===== config.mk =====
export PLATFORM = sky130hd
export DESIGN_NAME = phys_layer_control_reg
export DESIGN_NICKNAME = d
export VERILOG_FILES = /design/src/inc/phys_layer_control_pkg.sv /design/src/core/phys_layer_control_reg.sv
export VERILOG_INCLUDE_DIRS = /design/src /design/src/inc
export SDC_FILE = /design/constraint.sdc
export NUM_CORES = 1
export LEC_CHECK = 0
export BUFFER_PORTS_ARGS = -buffer_cell sky130_fd_sc_hd__buf_2
export CAP_MARGIN = 30
export CELL_PAD_IN_SITES_DETAIL_PLACEMENT = 0
export CELL_PAD_IN_SITES_GLOBAL_PLACEMENT = 1
export CORE_ASPECT_RATIO = 1.25
export CORE_MARGIN = 5
export CORE_UTILIZATION = 47
export CTS_BUF_LIST = sky130_fd_sc_hd__clkbuf_4
export CTS_CLUSTER_SIZE = 16
export DETAILED_ROUTE_END_ITERATION = 10
export MAX_ROUTING_LAYER = met4
export PLACE_DENSITY_LB_ADDON = 0.05
export SLEW_MARGIN = 30
export SYNTH_ARGS = -nofsm -noshare
export SYNTH_HDL_FRONTEND = slang
export SYNTH_SLANG_ARGS = --single-unit

===== constraint.sdc =====
create_clock -name clk -period 4 [get_ports clk]
set_input_delay 0.6 -clock clk [delete_from_list [all_inputs] [get_ports clk]]
set_output_delay 0.6 -clock clk [all_outputs]
set_load 0.1 [all_outputs]

===== src/inc/phys_layer_control_map.svh =====
// Purpose: offsets, field positions, reset values and timing of the physical layer control frame
// Assumes: 16-bit frame, address in the two top bits
// Notes:   included by bare name
`ifndef PHYS_LAYER_CONTROL_MAP_SVH
`define PHYS_LAYER_CONTROL_MAP_SVH
`define PLR_ADDR_HI        15
`define PLR_ADDR_LO        14
`define PLR_ADDR_THIS      2'h3
`define PLR_BIT_RB_SEL     13
`define PLR_BIT_RO         12
`define PLR_BIT_PN_SLEEP   10
`define PLR_BIT_OFFL_SEL   9
`define PLR_BIT_CAN_TXD    8
`define PLR_BIT_LOOPBACK   7
`define PLR_BIT_LIN_SLOPE  4
`define PLR_BIT_LIN_TERM   2
`define PLR_BIT_LIN_WAKE   1
`define PLR_BIT_LIN_TXD    0
`define PLR_WRITE_MASK     12'h797
`define PLR_CFG_RESET      12'h000
`define PLR_FIELD_HI       11
`define PLR_CTL_RESET      8'h8A
`define PLR_RB_RESET       16'h0000
`define PLR_OFFL_SHORT_MS  64
`define PLR_OFFL_LONG_MS   256
`define PLR_OFFL_WAKE_MS   400
`define PLR_CYCLES_PER_MS  250000
`endif


===== src/inc/phys_layer_control_pkg.sv =====
// Purpose: types shared by the physical layer control register
// Assumes: system mode code supplied by the mode controller
// Notes:   mode encoding is local to this block
package phys_layer_control_pkg;
    typedef enum logic [2:0] {
        MODE_STARTUP  = 3'h0,
        MODE_RESTART  = 3'h1,
        MODE_NORMAL   = 3'h3,
        MODE_STANDBY  = 3'h2,
        MODE_SLEEP    = 3'h6,
        MODE_FLASH    = 3'h7,
        MODE_FAILSAFE = 3'h5
    } sys_mode_type;
endpackage


===== src/core/phys_layer_control_reg.sv =====
// Purpose: physical layer control register of the serial frame interface
// Assumes: frame_valid pulses once per complete 16-bit frame, on clk
// Notes:   CAN off-line counter runs here; readback word is registered
`timescale 1ns/1ps
`include "phys_layer_control_map.svh"
module phys_layer_control_reg #(
    parameter int OFFL_SHORT_CYC = `PLR_OFFL_SHORT_MS * `PLR_CYCLES_PER_MS,
    parameter int OFFL_LONG_CYC  = `PLR_OFFL_LONG_MS * `PLR_CYCLES_PER_MS,
    parameter int OFFL_WAKE_CYC  = `PLR_OFFL_WAKE_MS * `PLR_CYCLES_PER_MS
) (
    input  wire logic                               clk,
    input  wire logic                               resetn,
    input  wire logic                               frame_valid,
    input  wire logic [15:0]                        frame_data,
    input  wire phys_layer_control_pkg::sys_mode_type sys_mode,
    input  wire logic [15:0]                        gp_readback_one,
    input  wire logic                               enter_online,
    input  wire logic                               can_wake_event,
    input  wire logic                               can_bus_activity,
    input  wire logic                               supply_short_pin,
    input  wire logic                               rx_clamp_pin,
    input  wire logic                               tx_clamp_pin,
    input  wire logic                               can_txd_in,
    input  wire logic                               lin_bus_wake_pin,
    output logic [15:0]                             readback_data,
    output logic                                    readback_valid,
    output logic                                    partial_network_sleep_allow,
    output logic                                    can_offline,
    output logic                                    can_tx_enable,
    output logic                                    can_rxd_loop,
    output logic                                    can_loop_active,
    output logic                                    supply_restart,
    output logic                                    lin_slope_slow,
    output logic                                    lin_term_high_voltage,
    output logic                                    lin_wake_request,
    output logic                                    lin_tx_enable
);
    import phys_layer_control_pkg::*;

    ////////////////////////////////////////////////////////////////////////
    // pin synchronisers: first stage feeds only the second
    logic [3:0] sync1_q;
    logic [3:0] sync2_q;
    logic       txd_s;
    logic       short_s;
    logic       rxc_s;
    logic       txc_s;
    logic       linw_s;
    logic       linw1_q;
    logic       linw2_q;

    always_ff @(posedge clk or negedge resetn) begin
        if (!resetn) begin
            sync1_q <= 4'h0;
            sync2_q <= 4'h0;
            linw1_q <= 1'b0;
            linw2_q <= 1'b0;
        end else begin
            sync1_q <= {can_txd_in, supply_short_pin, rx_clamp_pin, tx_clamp_pin};
            sync2_q <= sync1_q;
            linw1_q <= lin_bus_wake_pin;
            linw2_q <= linw1_q;
        end
    end
    assign txd_s   = sync2_q[3];
    assign short_s = sync2_q[2];
    assign rxc_s   = sync2_q[1];
    assign txc_s   = sync2_q[0];
    assign linw_s  = linw2_q;

    ////////////////////////////////////////////////////////////////////////
    // frame decode
    logic addr_hit;
    logic write_ok;
    logic do_write;
    // address match, shared by the decode and the checks so both read the same field
    function automatic logic reg_selected(input logic [15:0] frame);
        reg_selected = (frame[`PLR_ADDR_HI:`PLR_ADDR_LO] == `PLR_ADDR_THIS);
    endfunction
    assign addr_hit = frame_valid && reg_selected(frame_data);
    assign write_ok = (sys_mode == MODE_NORMAL) || (sys_mode == MODE_STANDBY);
    // a write needs a frame that is not read-only, in Normal or Standby mode
    assign do_write = addr_hit && !frame_data[`PLR_BIT_RO] && write_ok;

    ////////////////////////////////////////////////////////////////////////
    // configuration register and supply short memory
    logic [11:0] cfg_q, cfg_d;
    logic        short_seen_q, short_seen_d;
    logic        restart_q, restart_d;
    logic        fault;
    assign fault = short_s || rxc_s || txc_s;

    always_comb begin
        cfg_d        = cfg_q;
        short_seen_d = short_seen_q || short_s;
        restart_d    = 1'b0;
        if (do_write) begin
            cfg_d = frame_data[`PLR_FIELD_HI:0] & `PLR_WRITE_MASK;
            if (frame_data[`PLR_BIT_CAN_TXD] && short_seen_q && !short_s) begin
                restart_d    = 1'b1;
                short_seen_d = 1'b0;
            end
        end
        // hardware clear and set applied after the write so they win
        if (enter_online) cfg_d[`PLR_BIT_PN_SLEEP] = 1'b0;
        if (fault) cfg_d[`PLR_BIT_CAN_TXD] = 1'b1;
    end

    always_ff @(posedge clk or negedge resetn) begin
        if (!resetn) begin
            cfg_q        <= `PLR_CFG_RESET;
            short_seen_q <= 1'b0;
            restart_q    <= 1'b0;
        end else begin
            cfg_q        <= cfg_d;
            short_seen_q <= short_seen_d;
            restart_q    <= restart_d;
        end
    end

    ////////////////////////////////////////////////////////////////////////
    // readback returns the value before this frame's write
    logic [15:0] rb_q, rb_d;
    logic        rbv_q, rbv_d;
    always_comb begin
        rbv_d = addr_hit;
        rb_d  = rb_q;
        if (addr_hit) begin
            if (frame_data[`PLR_BIT_RB_SEL]) rb_d = gp_readback_one;
            else rb_d = {`PLR_ADDR_THIS, 2'h0, cfg_q};
        end
    end
    always_ff @(posedge clk or negedge resetn) begin
        if (!resetn) begin
            rb_q  <= `PLR_RB_RESET;
            rbv_q <= 1'b0;
        end else begin
            rb_q  <= rb_d;
            rbv_q <= rbv_d;
        end
    end

    ////////////////////////////////////////////////////////////////////////
    // off-line timer: short or long reload on activity, wake reload after wake-up
    logic [31:0] offl_cnt_q, offl_cnt_d;
    logic        offl_q, offl_d;
    always_comb begin
        offl_cnt_d = offl_cnt_q;
        offl_d     = offl_q;
        if (can_wake_event) begin
            offl_cnt_d = 32'(OFFL_WAKE_CYC);
            offl_d     = 1'b0;
        end else if (can_bus_activity) begin
            offl_cnt_d = cfg_q[`PLR_BIT_OFFL_SEL] ? 32'(OFFL_LONG_CYC) : 32'(OFFL_SHORT_CYC);
            offl_d     = 1'b0;
        end else if (offl_cnt_q != 32'h0) begin
            offl_cnt_d = offl_cnt_q - 32'h1;
        end else begin
            offl_d = 1'b1;
        end
    end
    always_ff @(posedge clk or negedge resetn) begin
        if (!resetn) begin
            offl_cnt_q <= 32'h0;
            offl_q     <= 1'b0;
        end else begin
            offl_cnt_q <= offl_cnt_d;
            offl_q     <= offl_d;
        end
    end

    ////////////////////////////////////////////////////////////////////////
    // registered physical layer controls
    logic [7:0] ctl_q, ctl_d;
    always_comb begin
        ctl_d[0] = cfg_d[`PLR_BIT_PN_SLEEP];
        ctl_d[1] = !cfg_d[`PLR_BIT_CAN_TXD];
        ctl_d[2] = cfg_d[`PLR_BIT_LOOPBACK] && cfg_d[`PLR_BIT_CAN_TXD];
        ctl_d[3] = ctl_d[2] ? txd_s : 1'b1;
        ctl_d[4] = cfg_d[`PLR_BIT_LIN_SLOPE];
        ctl_d[5] = cfg_d[`PLR_BIT_LIN_TERM];
        ctl_d[6] = cfg_q[`PLR_BIT_LIN_WAKE] && linw_s;
        ctl_d[7] = !cfg_d[`PLR_BIT_LIN_TXD];
    end
    always_ff @(posedge clk or negedge resetn) begin
        if (!resetn) ctl_q <= `PLR_CTL_RESET;
        else ctl_q <= ctl_d;
    end

    assign readback_data               = rb_q;
    assign readback_valid              = rbv_q;
    assign partial_network_sleep_allow = ctl_q[0];
    assign can_tx_enable               = ctl_q[1];
    assign can_loop_active             = ctl_q[2];
    assign can_rxd_loop                = ctl_q[3];
    assign lin_slope_slow              = ctl_q[4];
    assign lin_term_high_voltage       = ctl_q[5];
    assign lin_wake_request            = ctl_q[6];
    assign lin_tx_enable               = ctl_q[7];
    assign can_offline                 = offl_q;
    assign supply_restart              = restart_q;
endmodule


# --- After elaboration in Yosys (flattened, before gate mapping) ---
# Index checks and enable logic that the tools add are counted.
word_totals:
  regBits: 78
  inputBits: 46
  out_inout_bits: 27
  word_cells: 51
classes:
  n_addsub: 1
  n_eq_ne: 4
  mux: 16
  n_reduce_logical: 17
ops:
  columns: ["cell", "count"]
  rows:
  - ["two-way mux 32 bit", 3]
  - ["nonzero test 32 bit", 1]
  - ["subtractor 32 x 1 -> 32 bit, second input constant", 1]
  - ["two-way mux 26 bit", 1]
  - ["two-way mux 16 bit", 1]
  - ["two-way mux 11 bit", 1]
  - ["two-way mux 1 bit", 10]
  - ["logical AND 1 bit", 7]
  - ["== test 3 x 2 -> 1 bit, second input constant", 2]
  - ["zero test 1 bit", 4]
  - ["logical OR 1 bit", 4]
  - ["inequality test 3 bit, second input constant", 1]
  - ["nonzero test 3 bit", 1]
  - ["== test 2 bit, second input constant", 1]

# --- Logic depth before layout (Yosys ltp) ---
logic_depth:
  word_depth: 8
  ltp_mapped: 8
  depth_no_buf: 7

# --- Worst setup path after synthesis ---
# Ideal clock, no wire load.
synth_timing:
  kind: "register -> register"
  startpoint: "register offl_cnt_q[26]"
  endpoint: "register offl_cnt_q[1]"
  setup_ns: 0.072
  arrival_time_ns: 1.990
  t_required_ns: 3.928
  path_slack_ns: 1.938
  path_stages_with_launch: 6
  path_buffers: 0
  period_less_slack_ns: 2.062
  path_cell_list: "dfrtp_1 > nor4_2 > nand4_2 > nor4_4 > mux2_1 > nor2_1"
synth_between:
  elab_chain_cells: 2
synth_rtl:
  columns: ["item", "line_no", "source"]
  rows:
  - ["start, declared", "phys_layer_control_reg.sv:145", "logic [31:0] offl_cnt_q, offl_cnt_d;"]
  - ["start signal, assigned", "phys_layer_control_reg.sv:167", "offl_cnt_q <= offl_cnt_d;"]
  - ["nonzero test 32 bit", "phys_layer_control_reg.sv:156", "end else if (offl_cnt_q != 32'h0) begin"]
  - ["nonzero test 3 bit (no source line)", null, null]
# Every way passes these cells.
# A chain may end at the register's enable or synchronous reset.

# --- Worst setup path in the final report ---
layout_timing:
  startpoint: "register offl_cnt_q[2]"
  endpoint: "register offl_cnt_q[29]"
layout_between:
  elab_chain_cells: 4
  elab_cells_between_ends: 6
  classes_between: "1 x add/sub; 3 x mux; 2 x reduce/logical"
layout_rtl:
  columns: ["item", "line_no", "source"]
  rows:
  - ["subtractor 32 x 1 -> 32 bit", "phys_layer_control_reg.sv:157", "offl_cnt_d = offl_cnt_q - 32'h1;"]
  - ["two-way mux 32 bit", "phys_layer_control_reg.sv:156", null]
  - ["two-way mux 32 bit", "phys_layer_control_reg.sv:153", "end else if (can_bus_activity) begin"]
  - ["two-way mux 32 bit", "phys_layer_control_reg.sv:150", "if (can_wake_event) begin"]
# Parallel ways exist; a longest one is shown, timed or not. The select of a mux whose other input is x is not followed.

==> results.txt <==
outcome - completed
fraction of power spent switching nets - 38.8%
overall via count from detail_route - 2,619
Setup Skew - 20.3 ps
Multi-input gate area - 1440 um^2
worst skew pair latency - 420 ps
count of pins on the block boundary - 73
count of antenna diodes in the layout - 0
final cycle utilization of the critical path - 70.0%
Net Sw Power - 0.722 mW
worst-path fanout max - 12
CP endpoint kind - flip-flop
worst slew margin relative to its limit - 42.1%
internal power - 1.14 mW
Setup Crit Path Kind - flip-flop to flip-flop
DRC violation count after routing - 0
share of cells above drive strength 1 - 28.7%
area fraction of the dominant cell type after synthesis - 53.0%
topmost layer with routed signal wires - met4
setup repair after global routing missed its margin - no
die height - 105 um
final-layout worst hold slack - 172 ps
Worst Tran Pin Value - 864 ps
count of buffers added by post-CTS timing repair for setup - 0
starting density of the core - 48.5%
mean post-synth cell area - 10.7 um^2
area taken by flip-flops and latches - 1880 um^2
weighted congestion at the end of routability-driven global placement - 0.806
Seq cells post-synth - 75
upper clock frequency limit - 357 MHz
type of the most critical hold path - primary input to async pin
part of the power in the clock network - 24.9%
drt wl/cell - 16.2 um
Logic pwr share - 28.4%
biggest area consumer among synthesized cells - sky130_fd_sc_hd__dfrtp_1
met3 routed wirelength - 545 um
net total in the final layout - 432
post-synthesis async set-or-reset flop share - 100%
Post-Synthesis Net Count - 364
final number of setup-violating endpoints - 0
clock tree from TritonCTS - done
maximum number of pins on one net before global-route repair - 76
Sinks on Clock Net - 75
PortBufs - 67
Fill cells - 654
power density over the cells - 470 nW/um^2
cell area after synthesis - 3400 um^2
worst-case clock buffer depth - 2
antenna violations before repair - 0
dominant cells by area after synthesis - sky130_fd_sc_hd__dfrtp_1 53%, sky130_fd_sc_hd__mux2i_1 3.8%, sky130_fd_sc_hd__nand2_1 3.5%
First-pass DRT Iterations - 4
number of levels in the clock H-tree - 3
area of the die - 9050 um^2
number of unique standard cell types used by synthesis - 54
num rows - 34
Critical Path RT - 4340 ps
GRT Residual Overflow - 0
number of buffers added by the clock tree synthesis step - 9
Routed met1 length - 3390 um
Total GRT Usage - 18.5%
Antenna Violating Nets Remaining - 0
Layout area overhead - 16.5%
met2 WL - 3650 um
fraction of power consumed by sequential logic - 46.7%
most frequently used flop master after synthesis - sky130_fd_sc_hd__dfrtp_1
Die Wd - 86.1 um
most frequent standard cell in the layout excluding fill and tap cells - sky130_fd_sc_hd__dfrtp_1
maximum ir drop on the vdd rail - 244 uV
number of flops mapped to enable cells by yosys - 0
arrival time at the worst endpoint - 3140 ps
Critical Path Start Type - flip-flop
Clk Tree Root Cell - sky130_fd_sc_hd__clkbuf_4
maxcap violations - 0
via density per instance - 5.46
final critical-path required period - 2800 ps
post-CTS clock slew at the launch and capture registers of the worst setup and hold paths - 130 ps
most used cells in the layout excluding fill and tap cells - 72 x sky130_fd_sc_hd__dfrtp_1, 66 x sky130_fd_sc_hd__buf_2, 32 x sky130_fd_sc_hd__nand2_1, 23 x sky130_fd_sc_hd__nor2_1, 17 x sky130_fd_sc_hd__o21ai_0
starting DRC count in detailed routing - 102
Post-Route Utilization - 56.5%
post-detail-place hpwl - 5470 um
reported leakage power - 1.82 nW
core outline area - 7020 um^2
Resized Gates After CTS - 0
number of instances in the synthesized netlist - 317
number of hold violations in the final report - 0
via count of the first global-routing pass - 2,604
total of hold buffers inserted after clock tree synthesis - 0
accumulated negative setup slack - 0 ps
sequential area share after synthesis - 55.3%
Slew Viols, Final - 0
wire length of the first global-routing pass - 12,800 um
Synth warnings - 0
total routed wirelength - 7770 um
## worst max-delay path, cell delays in order (launching register included)
cell	delay [ps]
sky130_fd_sc_hd__dfrtp_1	460
sky130_fd_sc_hd__nor4_1	540
sky130_fd_sc_hd__nand2_1	480
sky130_fd_sc_hd__o31ai_2	880
sky130_fd_sc_hd__o21ai_0	210
sky130_fd_sc_hd__a21oi_1	150
## final cells by class
cell class              count  area share (%)
inverters                   8           0.758
clock inverters             5            1.42
multi-input cells         222            36.4
well taps                  90            2.84
repair buffers             69            9.00
clock buffers              11            2.08
flip-flops and latches     75            47.5
## cells by family (layout without fill, tap and decap cells)
kind of cell | after synthesis | after routing | share of synthesized area, %
fa+ha+maj | 1 | 1 | 0.368
mux | 18 | 18 | 5.48
compound gates | 59 | 59 | 11.1
simple gates | 130 | 130 | 21.8
buf+inv | 20 | 93 | 2.28
flops | 75 | 75 | 55.3
xor+xnor | 14 | 14 | 3.60
## registers in the layout (all words and copies together), names as in the netlist
register,count
sync2_q,4
linw2_q,1
readback_data,16
ctl_q,8
offl_cnt_q,32
sync1_q,4
supply_restart,1
readback_valid,1
cfg_q,5
linw1_q,1
short_seen_q,1
can_offline,1
## worst paths after layout
kind,start,to,slack (ps),cells after the start
max,offl_cnt_q[2],offl_cnt_q[29],1200,5
min,resetn,ctl_q[6],170,1
max reg2reg,offl_cnt_q[2],offl_cnt_q[29],1200,5
min reg2reg,sync1_q[3],sync2_q[3],370,0
max in group asynchronous,resetn,readback_valid,3350,1
min in group clk,tx_clamp_pin,sync1_q[0],280,1
## power groups by stage
stage          clock network [mW]  registers, mW  logic [mW]
5_1_grt                     0.521          0.880       0.565
3_5_place_dp                    0          0.886       0.533
3_3_place_gp                    0          0.884       0.529
6_report                    0.464          0.870       0.530
2_1_floorplan                   0           1.14       0.155
4_1_cts                     0.481          0.871       0.534
## Yosys cell counts (2+ instances only)
master,number
sky130_fd_sc_hd__a21o_1,5
sky130_fd_sc_hd__a21oi_1,16
sky130_fd_sc_hd__a31oi_1,3
sky130_fd_sc_hd__and2_1,3
sky130_fd_sc_hd__and3_1,2
sky130_fd_sc_hd__and4_1,2
sky130_fd_sc_hd__buf_2,2
sky130_fd_sc_hd__clkbuf_1,9
sky130_fd_sc_hd__dfrtp_1,72
sky130_fd_sc_hd__dfstp_2,3
sky130_fd_sc_hd__inv_1,7
sky130_fd_sc_hd__mux2_2,4
sky130_fd_sc_hd__mux2i_1,13
sky130_fd_sc_hd__nand2_1,32
sky130_fd_sc_hd__nand3_1,12
sky130_fd_sc_hd__nand3b_1,2
sky130_fd_sc_hd__nand4_1,7
sky130_fd_sc_hd__nor2_1,23
sky130_fd_sc_hd__nor2b_1,5
sky130_fd_sc_hd__nor3_1,6
sky130_fd_sc_hd__nor4_1,6
sky130_fd_sc_hd__nor4_2,3
sky130_fd_sc_hd__nor4_4,2
sky130_fd_sc_hd__o21ai_0,17
sky130_fd_sc_hd__o31ai_1,6
sky130_fd_sc_hd__o31ai_2,2
sky130_fd_sc_hd__or2_2,4
sky130_fd_sc_hd__or3_1,8
sky130_fd_sc_hd__or4_1,3
sky130_fd_sc_hd__or4_2,2
sky130_fd_sc_hd__xnor2_1,7
sky130_fd_sc_hd__xor2_1,7
## metal layers
metal | track usage, % | up-vias
li1 | - | 1275
met1 | 23.4 | 1245
met2 | 28.4 | 84
met3 | 3.54 | 15
met4 | 9.16 | 0
met5 | - | -
## stage by stage
stage / setup slack [ps] / std cells / power (mW) / instance area, um^2
after CTS: 1220 / 480 / 1.89 / 3960
final: 1200 / 480 / 1.86 / 3960
after detailed placement: 1280 / 464 / 1.42 / 3820
after global placement: 1260 / 464 / 1.41 / 3820
after floorplan: 1940 / 317 / 1.30 / 3400
after global routing: 883 / 480 / 1.97 / 3960
Note: power is estimated with default switching activity, not from simulation.
